[config.mk]
export PLATFORM = sky130hd
export DESIGN_NAME = saturating_math_blocks
export DESIGN_NICKNAME = d
export VERILOG_FILES = /design/src/verilog/math_pkg.sv /design/src/verilog/multiply_extract.sv /design/src/verilog/saturating_math_blocks.sv
export VERILOG_INCLUDE_DIRS = /design/src /design/src/verilog
export SDC_FILE = /design/constraint.sdc
export NUM_CORES = 1
export LEC_CHECK = 0
export ABC_AREA = 1
export BUFFER_PORTS_ARGS = -buffer_cell sky130_fd_sc_hd__buf_4
export CAP_MARGIN = 20
export CORE_MARGIN = 8
export CORE_UTILIZATION = 25
export CTS_BUF_LIST = sky130_fd_sc_hd__clkbuf_4 sky130_fd_sc_hd__clkbuf_8
export DETAILED_ROUTE_END_ITERATION = 6
export PLACE_DENSITY = 0.48
export SETUP_SLACK_MARGIN = 0.05
export SLEW_MARGIN = 10
export SYNTH_ARGS = -nofsm -noshare
export SYNTH_HDL_FRONTEND = slang
export SYNTH_SLANG_ARGS = --single-unit
[constraint.sdc]
create_clock -name clk -period 13.6 [get_ports clk]
set_input_delay 2.04 -clock clk [delete_from_list [all_inputs] [get_ports clk]]
set_output_delay 2.04 -clock clk [all_outputs]
set_load 0.02 [all_outputs]
[src/verilog/math_cfg.svh]
// Purpose: constants for the saturating math blocks
// Assumes: 16-bit signed words, 32-bit running sum
// Notes: definitions only, no logic
//
// What this block does
// - adder adds two signed words; above +32767 clamps there and flags overflow
// - adder sum below -32768 clamps to -32768 and flags overflow
// - accumulator adds input to running sum each enabled step, wrapping freely
// - accumulator output is running-sum field from low to high position
// - unused upper output bits of a narrow accumulator field read zero
// - enable low: accumulator loads preset into the running sum and outputs preset plus input
// - accumulator ports: signed input, 5-bit positions, preset, unsigned output
// - counter clear forces output to zero regardless of enable
// - enabled counter adds input to previous output, saturating to 16 bits
// - counter not cleared and disabled holds its output
// - counter at positive limit stays there under non-negative input, never wraps
// - shifter scales input by two to a signed exponent from -15 to 15
// - negative exponent gives arithmetic right shift keeping the sign
// - multiplier forms 32-bit product, signed or unsigned by selector
// - product not fitting high-plus-one bits clamps to largest such value
// - signed product below most negative N-bit value clamps to it
// - multiplier outputs high-to-low field, sign-extended to 16 bits when signed, zero-filled when unsigned
`ifndef MATH_CFG_SVH
`define MATH_CFG_SVH
`define WORD_WIDTH 16
`define SUM_WIDTH 32
`define POS_WIDTH 5
`define POS_LIMIT 16'sh7fff
`define NEG_LIMIT 16'sh8000
`define RESET_WORD 16'h0000
`define RESET_SUM 32'h0000_0000
`define FIELD_FULL 6'h10
`define FIELD_ONE 6'h01
`define MUL_SIGNED_DEFAULT 1'b1
`define MUL_HIGH_DEFAULT 5'h0e
`define MUL_LOW_DEFAULT 5'h05
`endif

[src/verilog/math_pkg.sv]
// Purpose: shared types of the saturating math blocks
// Assumes: math_cfg.svh gives the widths
// Notes: types only
`include "math_cfg.svh"
package math_pkg;
    typedef logic signed [`WORD_WIDTH-1:0] sword_t;
    typedef logic [`WORD_WIDTH-1:0] uword_t;
    typedef logic [`POS_WIDTH-1:0] bitpos_t;
    typedef logic signed [`POS_WIDTH-1:0] exp_t;
    typedef logic [`SUM_WIDTH-1:0] runsum_t;
endpackage : math_pkg

[src/verilog/multiply_extract.sv]
// Purpose: multiplier with saturation and field extraction
// Assumes: selector and positions fixed at build time
// Notes: purely combinational; the caller registers the result
`timescale 1ns/10ps
`default_nettype none
`include "math_cfg.svh"
module multiply_extract #(
    parameter bit SIGNED_MODE = `MUL_SIGNED_DEFAULT,
    parameter math_pkg::bitpos_t HIGH_POS = `MUL_HIGH_DEFAULT,
    parameter math_pkg::bitpos_t LOW_POS = `MUL_LOW_DEFAULT
) (
    input wire math_pkg::sword_t operand_a,
    input wire math_pkg::sword_t operand_b,
    output math_pkg::uword_t field
);
    import math_pkg::*;

    localparam int N = int'(HIGH_POS) + 1;
    localparam int SPAN = int'(HIGH_POS) - int'(LOW_POS) + 1;

    // a bad span stops the build instead of giving a silent wrong field
    generate
        if (SPAN < 1 || SPAN > `WORD_WIDTH) begin : g_bad_span
            $error("multiply_extract: field span out of range");
        end
    endgenerate

    // 34 bits hold both the signed and the unsigned product with room to compare
    localparam logic signed [33:0] S_MAX = (34'sd1 <<< (N - 1)) - 34'sd1;
    localparam logic signed [33:0] S_MIN = -(34'sd1 <<< (N - 1));
    localparam logic signed [33:0] U_MAX = (34'sd1 <<< N) - 34'sd1;
    localparam uword_t LOW_MASK = 16'((17'h1 << SPAN) - 17'h1);

    wire logic signed [33:0] prod_s;
    wire logic signed [33:0] prod_u;
    wire logic signed [33:0] prod;
    wire logic signed [33:0] limit_hi;
    wire logic over;
    wire logic under;
    wire logic signed [33:0] clamped;
    wire logic signed [33:0] shifted;
    wire logic fill;

    assign prod_s = 34'(operand_a) * 34'(operand_b);
    assign prod_u = $signed({18'h0, operand_a}) * $signed({18'h0, operand_b});
    assign prod = SIGNED_MODE ? prod_s : prod_u;
    assign limit_hi = SIGNED_MODE ? S_MAX : U_MAX;
    assign over = prod > limit_hi;
    assign under = SIGNED_MODE && (prod < S_MIN);
    assign clamped = over ? limit_hi : (under ? S_MIN : prod);
    assign shifted = clamped >>> LOW_POS;
    // unsigned results are never negative, so they always fill with zero
    assign fill = SIGNED_MODE ? shifted[SPAN-1] : 1'b0;
    assign field = (shifted[15:0] & LOW_MASK) | (fill ? ~LOW_MASK : `RESET_WORD);
endmodule : multiply_extract
`default_nettype wire

[src/verilog/saturating_math_blocks.sv]
// Purpose: adder, accumulator, counter, shifter and multiplier blocks
// Assumes: step is a one-cycle pulse from the engine scheduler, same clock
// Notes: every result and every piece of state moves only on a step or on reset
`timescale 1ns/10ps
`default_nettype none
`include "math_cfg.svh"
module saturating_math_blocks #(
    parameter bit MUL_SIGNED = `MUL_SIGNED_DEFAULT,
    parameter math_pkg::bitpos_t MUL_HIGH = `MUL_HIGH_DEFAULT,
    parameter math_pkg::bitpos_t MUL_LOW = `MUL_LOW_DEFAULT
) (
    input wire logic clk,
    input wire logic rst,
    input wire logic step,
    input wire math_pkg::sword_t add_a,
    input wire math_pkg::sword_t add_b,
    output math_pkg::sword_t add_result,
    output logic overflow_flag,
    input wire math_pkg::sword_t acc_in,
    input wire logic acc_enable,
    input wire math_pkg::uword_t acc_preset,
    input wire math_pkg::bitpos_t extract_low_pos,
    input wire math_pkg::bitpos_t extract_high_pos,
    output math_pkg::uword_t acc_result,
    input wire math_pkg::sword_t cnt_in,
    input wire logic cnt_clear,
    input wire logic cnt_enable,
    output math_pkg::sword_t cnt_result,
    input wire math_pkg::sword_t shift_in,
    input wire math_pkg::exp_t shift_exponent,
    output math_pkg::sword_t shift_result,
    input wire math_pkg::sword_t operand_a,
    input wire math_pkg::sword_t operand_b,
    output math_pkg::uword_t mul_result
);
    import math_pkg::*;

    // returns {overflow, clamped sum}
    function automatic logic [16:0] sat_add(input sword_t a, input sword_t b);
        logic signed [16:0] wide;
        wide = 17'(a) + 17'(b);
        if (wide[16] == wide[15]) begin
            sat_add = {1'b0, wide[15:0]};
        end else if (wide[16]) begin
            sat_add = {1'b1, `NEG_LIMIT};
        end else begin
            sat_add = {1'b1, `POS_LIMIT};
        end
    endfunction : sat_add

    function automatic runsum_t widen(input sword_t v);
        widen = runsum_t'(32'(v));
    endfunction : widen

    // positions out of order give all 16 bits from the low position (zero if high is one below low); nothing guards them
    function automatic uword_t extract(input runsum_t v, input bitpos_t lo, input bitpos_t hi);
        logic [5:0] span;
        runsum_t moved;
        uword_t mask;
        span = 6'(hi) - 6'(lo) + `FIELD_ONE;
        moved = v >> lo;
        mask = (span >= `FIELD_FULL) ? 16'hffff : 16'((17'h1 << span) - 17'h1);
        extract = moved[15:0] & mask;
    endfunction : extract

    // adder
    wire logic [16:0] add_sat;
    assign add_sat = sat_add(add_a, add_b);

    always_ff @(posedge clk) begin
        if (rst) begin
            add_result <= `RESET_WORD;
            overflow_flag <= 1'b0;
        end else if (step) begin
            add_result <= add_sat[15:0];
            overflow_flag <= add_sat[16];
        end
    end

    // accumulator
    runsum_t acc_sum;
    wire runsum_t next_acc_sum;
    wire uword_t acc_frozen;
    wire uword_t acc_field;

    assign next_acc_sum = acc_sum + widen(acc_in);
    assign acc_frozen = acc_preset + uword_t'(acc_in);
    assign acc_field = extract(next_acc_sum, extract_low_pos, extract_high_pos);

    always_ff @(posedge clk) begin
        if (rst) begin
            acc_sum <= `RESET_SUM;
            acc_result <= `RESET_WORD;
        end else if (step) begin
            if (acc_enable) begin
                acc_sum <= next_acc_sum;
                acc_result <= acc_field;
            end else begin
                acc_sum <= runsum_t'(acc_preset);
                acc_result <= acc_frozen;
            end
        end
    end

    // counter
    wire logic [16:0] cnt_sat;
    assign cnt_sat = sat_add(cnt_result, cnt_in);

    always_ff @(posedge clk) begin
        if (rst) begin
            cnt_result <= `RESET_WORD;
        end else if (step) begin
            if (cnt_clear) begin
                cnt_result <= `RESET_WORD;
            end else if (cnt_enable) begin
                cnt_result <= cnt_sat[15:0];
            end
        end
    end

    // shifter: no overflow guard, the supplier keeps results in range
    wire logic [3:0] shift_left_amt;
    wire logic [3:0] shift_right_amt;
    wire sword_t shift_value;

    assign shift_left_amt = shift_exponent[3:0];
    assign shift_right_amt = 4'(-shift_exponent);
    assign shift_value = shift_exponent[4] ? (shift_in >>> shift_right_amt)
                                           : (shift_in <<< shift_left_amt);

    always_ff @(posedge clk) begin
        if (rst) begin
            shift_result <= `RESET_WORD;
        end else if (step) begin
            shift_result <= shift_value;
        end
    end

    // multiplier
    wire uword_t mul_field;

    multiply_extract #(
        .SIGNED_MODE(MUL_SIGNED),
        .HIGH_POS(MUL_HIGH),
        .LOW_POS(MUL_LOW)
    ) u_mul (
        .operand_a(operand_a),
        .operand_b(operand_b),
        .field(mul_field)
    );

    always_ff @(posedge clk) begin
        if (rst) begin
            mul_result <= `RESET_WORD;
        end else if (step) begin
            mul_result <= mul_field;
        end
    end

    wire logic signed [16:0] add_true;
    wire logic signed [16:0] cnt_true;
    wire logic [5:0] acc_span;
    assign add_true = 17'(add_a) + 17'(add_b);
    assign cnt_true = 17'(cnt_result) + 17'(cnt_in);
    assign acc_span = 6'(extract_high_pos) - 6'(extract_low_pos) + `FIELD_ONE;
endmodule : saturating_math_blocks
`default_nettype wire

* After elaboration in Yosys (flattened, before gate mapping)
Cells that the tools add are included.
** Operators by class
- Add/sub/neg operators :: 8
- Multiply operators :: 1
- Divide/modulo/power cells :: 0
- $lt $le $gt $ge :: 3
- Equality and inequality tests :: 2
- Shift-type cells :: 4
- Muxes and demuxes :: 13
- Bitwise logic cells :: 2
- Reductions and logical operators :: 2
** Operator list (count)
- $mux W16 :: 9
- $add A16 B16 Y17 :: 2
- $add A32 B32 Y32 :: 1
- $gt A32 B15 Y1 const B :: 1
- $lt A32 B15 Y1 const B :: 1
- $mul A16 B16 Y32 :: 1
- $mux W32 :: 1
- $shr A32 B5 Y16 :: 1
- $mux W15 :: 2
- $mux W17 :: 1
- $add A16 B16 Y16 :: 1
- $and A16 B16 Y16 :: 1
- $or A10 B16 Y16 :: 1
- $shl A1 B6 Y16 const A :: 1
- $sshl A16 B4 Y16 :: 1
- $sshr A16 B4 Y16 :: 1
- $sub A16 B1 Y16 const B :: 1
- $add A6 B1 Y6 const B :: 1
- $ge A6 B5 Y1 const B :: 1
- $sub A5 B5 Y6 :: 1
- $neg A4 Y4 :: 1
- $eq A1 B1 Y1 :: 2
- $reduce_and A2 Y1 :: 1
- $reduce_bool A2 Y1 :: 1
** Storage, ports and cells
- Flip-flop bits (word level) :: 113
- Bits in latches :: 0
- Memory bits (writable) :: 0
- Memory bits (read-only) :: 0
- Bits of input ports :: 149
- Output and inout port bits :: 81
- Word-level logic and storage cells :: 42
- Memories kept :: 0

* Logic depth before layout (Yosys ltp)
Gate-level depths: netlist of run 1.
- Word-level depth :: 7
- Gate-level depth with buffers :: 34
- Mapped depth without buffers :: 32

* Modules after synthesis
From an unflattened synthesis of run 1, not the netlist that was laid out.
** Unflattened totals
- Cells, all modules :: 3815
- Area total of the unflattened synthesis :: 24040.6 um^2
** By module, submodules not included
- saturating_math_blocks :: instances 1, cells each 2087, area each 12185.4 um^2, sequential area each 2262.2 um^2
- multiply_extract :: instances 1, cells each 1728, area each 11855.1 um^2, sequential area each 0.0 um^2

* Worst setup path before layout of run 1
Ideal clock, no wire load.
- Path type :: input to register
- Start :: input port operand_b[3]
- End :: register mul_result[0]
- Library setup time :: 0.127 ns
- Arrival time :: 7.690 ns
- Data required time :: 13.473 ns
- Setup slack :: 5.783 ns
- Cell stages on the path :: 24
- Path buffers :: 2
- Cell sequence :: clkbuf_1 -> clkbuf_1 -> nand2_1 -> fa_1 -> inv_1 -> fa_1 -> fa_1 -> fa_1 -> fa_1 -> inv_1 -> fa_1 -> inv_1 -> ha_1 -> a21oi_1 -> o21ai_0 -> a21oi_1 -> a21boi_0 -> nand3_1 -> nand2_1 -> nand2_1 -> nor2_1 -> nand4_1 -> a21oi_4 -> a21oi_1
** On the way
- Cells in the longest elaborated chain, start to end :: 5
- Elaborated cells on any way between the ends :: 6
- Those cells by class :: mul (1); order compare (2); mux (2); bitwise (1)
** RTL lines
- start, declared :: RTL line saturating_math_blocks.sv:33 : input wire math_pkg::sword_t operand_b,
- $mul A16 B16 Y32 (*) :: RTL line multiply_extract.sv:44 : assign prod_s = 34'(operand_a) * 34'(operand_b);
- $lt A32 B15 Y1 :: RTL line multiply_extract.sv:49 : assign under = SIGNED_MODE && (prod < S_MIN);
- $mux W15 :: RTL line multiply_extract.sv:50 : assign clamped = over ? limit_hi : (under ? S_MIN : prod);
- $mux W15 (*) :: RTL line multiply_extract.sv:50
- $or A10 B16 Y16 (*) :: RTL line multiply_extract.sv:54 : assign field = (shifted[15:0] & LOW_MASK) | (fill ? ~LOW_MASK : `RESET_WORD);
- end signal, assigned :: RTL line saturating_math_blocks.sv:154 : mul_result <= `RESET_WORD;
- end signal, assigned :: RTL line saturating_math_blocks.sv:156 : mul_result <= mul_field;
- end, declared :: RTL line saturating_math_blocks.sv:34 : output math_pkg::uword_t mul_result
Mark *: on every way between the ends. The rest lies on a longest branch, timed or not.
A chain may end at the register's enable or synchronous reset.

* Worst setup path in the final report of run 1
- Start :: input port operand_b[1]
- End :: register mul_result[5]
Same word-level chain as after synthesis.

==> flow_summary.ini, run 1 <==
[status]
status = completed

[worst_setup_path]
regToRegEndpoint = acc_result[7]
crit_path_max_fanout = 16
ff2ff_path_depth = 19
crit_required_ns = 13.95
crit_arrival_ns = 8.25
crit_chain = buf_4, nand2_1, fa_1, inv_1, fa_1, fa_1, fa_1, fa_1, inv_1, fa_1, inv_1, ha_1, a21oi_1, o21ai_0, nor2_1, nand3_1, nand2_1, nand2_1, a21oi_1, nand2_1, nor2_1, nand4_1, a21oi_4, a21oi_1
cp-end-kind = flop
ff2ff_setup_slack_ns = 10.20
cpMostUsedCell = fa_1
start_kind = primary input
cp_slowest_cell = fa_1
cp_slowest_stage_delay_ns = 0.90
reg2reg_from = acc_sum[0]
crit_type = in2reg

[place]
hpwl_mm = 67.6
io_buffers = 229
gp_congestion = 0.896
place_area_mm2 = 0.0259

[pwr]
switching_share_pct = 62.8
combPwrFrac_pct = 91.7
ir_worst_vdd_mv = 0.325
power_frac_clock_pct = 3.2
p_seq_share_pct = 5.2
p_switching_mw = 4.62
p_per_area_mw_per_mm2 = 281
power.internal_mw = 2.74
power.leakage_nw = 14.4

[sta]
post-route-period-util_pct = 58.1
finalSetupViolCount = 0
layout_min_cycle_time_ns = 7.91
fin_hold_ws_ns = 0.480
setup_tns_ns = 0
fmax_ghz = 0.126
clock_skew_ns = 0.0262
rsz0062_at_grt = false
worst_slew_pin_slew_ns = 0.990
hold_viol = 0
final_max_slew_viol_count = 0
max_slew_margin_pct = 33.9

[logic_synthesis]
netlist_area_mm2 = 0.0232
synth_seq_cells = 107
yosysWarningCount = 0
synthDistinctLibCells = 58
ys.flop_type = dfxtp_1
synth_nets = 4230
synth_edf_count = 0
syn_inst = 3643
seq_area_frac_synth_pct = 9.23
synthArstFlopShare_pct = 0
synth_area_per_cell_um2 = 6.37

[routing]
dr.pass1.iters = 5
ant_nets = 0
drt_iter0_markers = 1456
drt-total-wl_mm = 80.6
viasPerCell = 4.54
dr_total_vias = 22646
wl_per_cell_um = 16.2
drc_errors = 0

[min_path]
hold_depth = 2
hold-path-endpoint = acc_sum[27]
hp-start = acc_sum[27]
min_path_type = reg2reg

[floorplanning]
die_h_um = 321
start_util_pct = 25.3
boundaryPins = 230
dieArea_mm2 = 0.103
fp.dieW_um = 321
rows = 111
core_area_mm2 = 0.0918

[clock_tree]
ctsResizeCount = 0
cts.htree.levels = 3
clock-root-buffer = clkbuf_8
clockBufferDepth = 2
cts_made_buffers = 9
cts_setup_buffers = 0
clk_pin_slew_ns = 0.12
cts_tree = built
clock_latency_ns = 0.48
cts_hold_buf = 0
clock-sinks = 107

[finish]
final_area_mm2 = 0.0262
final_cell_mix = 1060 x nand2_1, 713 x inv_1, 335 x nand3_1, 267 x fa_1, 250 x a21oi_1
finalNetCount = 4328
post-route-util_pct = 28.5
drive_above_1_share_pct = 8.09
syn2layout_area_growth_pct = 12.7
fillers = 10447
final_common_cell = nand2_1

[flow_run]
cap_violations = 0

[global_routing]
grt_pass1_wl_mm = 129
grt_max_degree = 68
grt_pass1_vias = 23010
grt_overflow = 0
antenna_found_initial = 4
gr-usage-all-layers_pct = 15.6
critical path: cells and delay by family:
kind	cells	cell delay, ns
AND/OR/NAND/NOR	8	1.03
buffers and inverters	4	0.44
adder cells (fa/ha/maj)	7	3.82
AO/OA/AOI/OAI	5	0.91
state kept, by name, summed over array words and instances (netlist names):
register / count
cnt_result: 16
acc_result: 16
add_result: 16
mul_result: 10
shift_result: 16
overflow_flag: 1
acc_sum: 32
how the worst max path moves through the flow:
stage / end / start / slack [ns]
2_1_floorplan: mul_result[0] / operand_b[3] / 5.78
4_1_cts: mul_result[5] / operand_b[1] / 5.78
6_report: mul_result[5] / operand_b[1] / 5.69
5_1_grt: mul_result[8] / operand_b[1] / 5.26
3_5_place_dp: mul_result[2] / operand_b[1] / 5.23
3_3_place_gp: mul_result[7] / operand_b[1] / 5.29
per-layer routing:
metal / GRT usage, % / wire length, µm
met2: 25.1 / 36200
met4: 3.96 / 2000
met5: 0 / 26
met3: 3.13 / 4020
met1: 21.2 / 38300
synthesized netlist by cell type, types with 13 or more instances:
| cell type | count | area (µm²) |
|---|---|---|
| nor2_1 | 172 | 646 |
| fa_1 | 267 | 5350 |
| nor3_1 | 20 | 100 |
| dfxtp_1 | 107 | 2140 |
| o21ai_0 | 154 | 771 |
| buf_1 | 14 | 52.6 |
| o211ai_1 | 19 | 143 |
| xor2_1 | 39 | 342 |
| nand4_1 | 34 | 213 |
| clkbuf_1 | 115 | 432 |
| inv_1 | 714 | 2680 |
| nand2_1 | 1060 | 3980 |
| xnor2_1 | 25 | 219 |
| a21oi_1 | 250 | 1250 |
| nand3_1 | 335 | 1680 |
| nand2_2 | 13 | 81.3 |
| ha_1 | 171 | 2140 |
area by class of cell:
type	count	area (µm²)	share of cell area, %
multi-input cells	2664	17700	67.8
inverters	724	2720	10.4
flip-flops and latches	107	2140	8.19
repair buffers	235	1780	6.82
well taps	1243	1560	5.94
clock buffers	9	124	0.473
clock inverters	7	86.3	0.330
diodes	2	5.00	0.0191
cell families after synthesis:
logic type / synth area share (%)
AOI/OAI and AO/OA: 11.4
muxes: 0.0431
DFF: 9.23
and+or+nand+nor: 30.2
buffers and inverters: 14.3
adders and majority gates: 32.2
xor gates and xnor gates: 2.53
power groups by stage:
stage,registers [mW],clock network [mW],logic [mW]
4_1_cts,0.380,0.247,6.78
6_report,0.380,0.232,6.74
3_5_place_dp,0.386,0,6.73
5_1_grt,0.385,0.256,7.78
2_1_floorplan,0.412,0,4.88
3_3_place_gp,0.387,0,6.80
stage by stage:
step | setup WS, ns | std cells | power, mW
after detailed placement | 5.23 | 4972 | 7.11
final | 5.69 | 4991 | 7.36
after global routing | 5.26 | 4990 | 8.42
after CTS | 5.78 | 4988 | 7.40
after floorplan | 5.78 | 3643 | 5.29
after global placement | 5.29 | 4972 | 7.19
Note: power is estimated with default switching activity, not from simulation.
==> run 2, diff against run 1 <==
clock period = 7.8 ns   (was 13.6 ns; I/O delays follow)
==> run 2 against run 1 <==
Final area is essentially flat. Hold slack is essentially flat. Sequential share of layout area is essentially flat. Sequential cell count is the same. Largest cell class unchanged. Clock skew shrank 0.0052 ns. Non-clock buffer count grew 3. First-iteration DRC count grew 0.55%. Setup slack lost 4.9 ns. Register-to-register slack lost 5.8 ns. Highest routed layer unchanged. Utilization is essentially flat.
==> flow_summary.ini, run 2 (synthesized netlist as in run 1, its figures left out) <==
[global_routing]
gr-usage-all-layers_pct = 15.6
antenna_found_initial = 3
grt_overflow = 0
grt_max_degree = 68
grt_pass1_wl_mm = 130
met2_usage_pct = 25.6
grt_pass1_vias = 23090
top_usage_layer = met2
grt_use_met3_pct = 2.93
met1_usage_pct = 21.6

[worst_setup_path]
ff2ff_setup_slack_ns = 4.44
cp-end-kind = flop
ff2ff_path_depth = 19
startpoint = operand_b[7]
regToRegEndpoint = acc_result[7]
reg2reg_from = acc_sum[0]
crit_type = in2reg
crit_arrival_ns = 7.32
start_kind = primary input
crit_required_ns = 8.15
endpoint = mul_result[2]
crit_path_max_fanout = 16

[sta]
rsz0062_at_grt = false
worst_slew_pin_slew_ns = 1.02
hold_viol = 0
fmax_ghz = 0.144
fin_hold_ws_ns = 0.480
setup_tns_ns = 0
layout_min_cycle_time_ns = 6.97
max_slew_margin_pct = 31.8
post-route-period-util_pct = 89.3
clock_skew_ns = 0.0210
finalSetupViolCount = 0
final_max_slew_viol_count = 0

[min_path]
hp-start = acc_sum[29]
min_path_type = reg2reg

[clock_tree]
clk_pin_slew_ns = 0.12
clock_latency_ns = 0.47
clock-root-buffer = clkbuf_8
cts_setup_buffers = 0
cts.htree.levels = 3
ctsResizeCount = 0
cts_hold_buf = 0
cts_made_buffers = 9
cts_tree = built
clockBufferDepth = 2
clock-sinks = 107

[finish]
finalNetCount = 4331
regMostFlops = acc_sum
final_cell_mix = 1060 x nand2_1, 713 x inv_1, 335 x nand3_1, 267 x fa_1, 250 x a21oi_1
drive_above_1_share_pct = 8.16
final_common_cell = nand2_1
fillers = 10392
largest_reg_flops = 32
syn2layout_area_growth_pct = 12.7

[floorplanning]
boundaryPins = 230
fp.dieW_um = 321
core_area_mm2 = 0.0918
rows = 111
die_h_um = 321
dieArea_mm2 = 0.103
start_util_pct = 25.3

[routing]
drc_errors = 0
viasPerCell = 4.53
drt-total-wl_mm = 80.6
wl_per_cell_um = 16.1
dr_total_vias = 22634
drt_iter0_markers = 1464
dr.pass1.iters = 5
ant_nets = 0

[status]
status = completed

[place]
hpwl_mm = 67.6
io_buffers = 229
gp_congestion = 0.891

[flow_run]
cap_violations = 0
==> run 2: worst min-delay path by stage <==
stage               cells after the start          end  slack, ns
floorplan                               2  acc_sum[10]       0.45
global placement                        2   acc_sum[8]       0.46
detailed placement                      2  acc_sum[28]       0.46
CTS                                     2  acc_sum[28]       0.48
global route                            2  acc_sum[21]       0.50
finish                                  2  acc_sum[29]       0.48
==> run 2: per-stage QoR <==
stage / util [%] / setup slack, ns / cell area [µm²] / instances
6_report: 28.5 / 0.835 / 26200 / 4994
5_1_grt: 28.5 / 0.398 / 26200 / 4992
4_1_cts: 28.5 / 0.900 / 26200 / 4992
3_5_place_dp: 28.3 / 0.359 / 26000 / 4976
3_3_place_gp: 28.3 / 0.378 / 26000 / 4976
2_1_floorplan: - / 0.853 / 23200 / 3643
==> run 2: layout make-up <==
type,count,area [µm²],area share (%)
diodes,2,5.00,0.0191
clock buffers,9,124,0.473
clock inverters,7,93.8,0.359
inverters,724,2720,10.4
multi-input cells,2664,17700,67.8
flip-flops and latches,107,2140,8.18
well taps,1243,1560,5.94
repair buffers,238,1790,6.83
==> run 2: critical path, cell delays in order <==
cell and delay [ns]:
buf_4 0.25, nand2_1 0.13, fa_1 0.54, inv_1 0.05, fa_1 0.49, inv_1 0.06, fa_1 0.54, inv_1 0.06
fa_1 0.38, fa_1 0.51, inv_1 0.06, fa_1 0.54, inv_1 0.06, ha_1 0.35, a21oi_1 0.26, o21ai_0 0.19
a21oi_1 0.18, nand2_1 0.13, nand2_1 0.12, nand2_1 0.08, nand2_1 0.06, nand2_1 0.04, nor2_1 0.20, nand2_1 0.10
nor2_1 0.16, nand4_1 0.16, a21oi_4 0.29, a21oi_1 0.12
==> run 2: routing by layer <==
metal,vias to the layer above,wire length [µm],share of wire (%)
met5,-,13,0.016
li1,11502,-,-
met4,2,1070,1.3
met1,10604,38400,48
met2,471,36800,46
met3,55,4300,5.3
Power of run 2 is left out: the tool's default activity adds up to more than one toggle a clock period on the data nets, which glitch-free logic cannot reach.
==> run 3, diff against run 2 <==
GPL_TIMING_DRIVEN = 0   (was not set)
==> run 3 against run 2 <==
Critical endpoint is now mul_result[0]. Highest routed layer unchanged. Non-clock buffer count is 105 higher. Sequential cell count is the same. Utilization is 0.38 points higher. Sequential share of layout area decreased by 0.11 points. Final area rose by 1.3%. Global-route usage rose by 1.3 points. Critical path depth is 1 lower.
==> flow_summary.ini, run 3 (synthesized netlist as in run 1, its figures left out) <==
[worst_setup_path]
startpoint = operand_a[5]
crit_required_ns = 8.23
crit_arrival_ns = 7.86
reg2reg_from = acc_sum[0]
cp-end-kind = flop
ff2ff_path_depth = 22
start_kind = primary input
crit_type = in2reg
crit_path_max_fanout = 10
regToRegEndpoint = acc_result[8]
ff2ff_setup_slack_ns = 4.42

[finish]
regMostFlops = acc_sum
final_common_cell = nand2_1
drive_above_1_share_pct = 8.25
stdcell_count = 5101
syn2layout_area_growth_pct = 14.2
largest_reg_flops = 32
final_cell_mix = 1060 x nand2_1, 714 x inv_1, 335 x nand3_1, 266 x fa_1, 250 x a21oi_1
finalNetCount = 4436

[sta]
worst_slew_pin_slew_ns = 0.922
final_max_slew_viol_count = 0
layout_setup_ws_ns = 0.364
fmax_ghz = 0.134
layout_min_cycle_time_ns = 7.44
hold_viol = 0
clock_skew_ns = 0.0302
fin_hold_ws_ns = 0.477
max_slew_margin_pct = 38.6
rsz0062_at_grt = false
post-route-period-util_pct = 95.3
finalSetupViolCount = 0

[clock_tree]
cts_tree = built
clk_pin_slew_ns = 0.16
cts_made_buffers = 9
clock-root-buffer = clkbuf_8
clock-sinks = 107
cts.htree.levels = 3
clock_latency_ns = 0.48
cts_setup_buffers = 0
cts_hold_buf = 0
clockBufferDepth = 2

[routing]
drt_iter0_markers = 1563
ant_nets = 0
wl_per_cell_um = 17.3
viasPerCell = 4.56
dr_total_vias = 23258
drc_errors = 0
drt-total-wl_mm = 88.1
dr.pass1.iters = 6

[pwr]
power.leakage_nw = 14.6
totalPowerFinal_mw = 12.9
p_per_area_mw_per_mm2 = 486
ir_worst_vdd_mv = 0.504

[status]
status = completed

[floorplanning]
dieArea_mm2 = 0.103
start_util_pct = 25.3
die_h_um = 321
boundaryPins = 230
core_area_mm2 = 0.0918
rows = 111
fp.dieW_um = 321

[global_routing]
grt_max_degree = 25
grt_pass1_wl_mm = 137
gr-usage-all-layers_pct = 16.9
grt_pass1_vias = 23209
grt_overflow = 0
antenna_found_initial = 7

[place]
dp.cells = 5083
hpwl_mm = 76.6
gp_congestion = 0.922
place_ws_ns = -0.560
io_buffers = 197

[min_path]
hold-path-endpoint = acc_sum[11]
min_path_type = reg2reg
hold_depth = 2
hp-start = acc_sum[11]

[flow_run]
cap_violations = 0
run 3: cell count changes in the layout (fill, tap and decap cells not counted), sizes merged:
cell / before / now
buf: 238 / 231
bufinv: 1 / 0
clkbuf: 9 / 121
clkinv: 9 / 7
clkinvlp: 1 / 0
diode: 2 / 4
inv: 720 / 724
run 3: layout make-up:
type,count,area [µm²]
Sequential cell,107,2140
Tap cell,1243,1560
Clock buffer,9,124
Antenna cell,4,10.0
Fill cell,10463,65300
Multi-Input combinational cell,2664,17800
Clock inverter,7,100
Buffer,146,644
Timing Repair Buffer,197,1480
Inverter,724,2720
run 3: metal layers:
metal	routed length, µm	track usage (%)
met5	27	0
met4	1220	2.71
met3	4740	3.10
met2	40500	28.0
met1	41600	23.3
run 3: where the power goes:
group | internal [mW] | switching [mW] | total, mW
clock network | 0.139 | 0.284 | 0.423
registers | 0.615 | 0.0431 | 0.658
logic | 4.09 | 7.72 | 11.8
total | 4.84 | 8.04 | 12.9
run 3: metrics by stage:
| stage | utilization [%] | TNS (ns) | instance area (µm²) |
|---|---|---|---|
| floorplan | - | 0 | 23200 |
| global placement | 28.6 | -5.31 | 26300 |
| detailed placement | 28.6 | -4.82 | 26300 |
| CTS | 28.8 | 0 | 26500 |
| global route | 28.9 | 0 | 26500 |
| finish | 28.9 | 0 | 26500 |
run 3: how the worst max path moves through the flow:
| stage | to | slack, ns | cells after the start |
|---|---|---|---|
| after floorplan | mul_result[0] | 0.85 | 24 |
| after global placement | mul_result[0] | -0.60 | 26 |
| after detailed placement | mul_result[0] | -0.56 | 25 |
| after CTS | mul_result[0] | 0.06 | 27 |
| after global routing | mul_result[6] | 0.05 | 25 |
| final | mul_result[0] | 0.36 | 27 |
run 3: worst max-delay path, cell delays in order:
cell and delay, ns:
clkbuf_1 0.41, buf_2 0.41, nand2_1 0.11, fa_1 0.49
inv_1 0.05, fa_1 0.50, inv_1 0.05, fa_1 0.53
inv_1 0.06, fa_1 0.46, fa_1 0.49, inv_1 0.07
fa_1 0.57, inv_1 0.07, ha_1 0.35, a21oi_1 0.28
o21ai_0 0.20, nand2_1 0.09, nand2_1 0.06, a21oi_1 0.26
xnor2_1 0.18, nand4_1 0.11, nor2_1 0.24, nand4_1 0.14
nand2_2 0.16, nand2_1 0.15, a21oi_1 0.19
run 3: repair_timing:
action	in CTS	in global routing
gates resized for setup	4	64
pin swaps	0	1
setup endpoints to repair	9	9
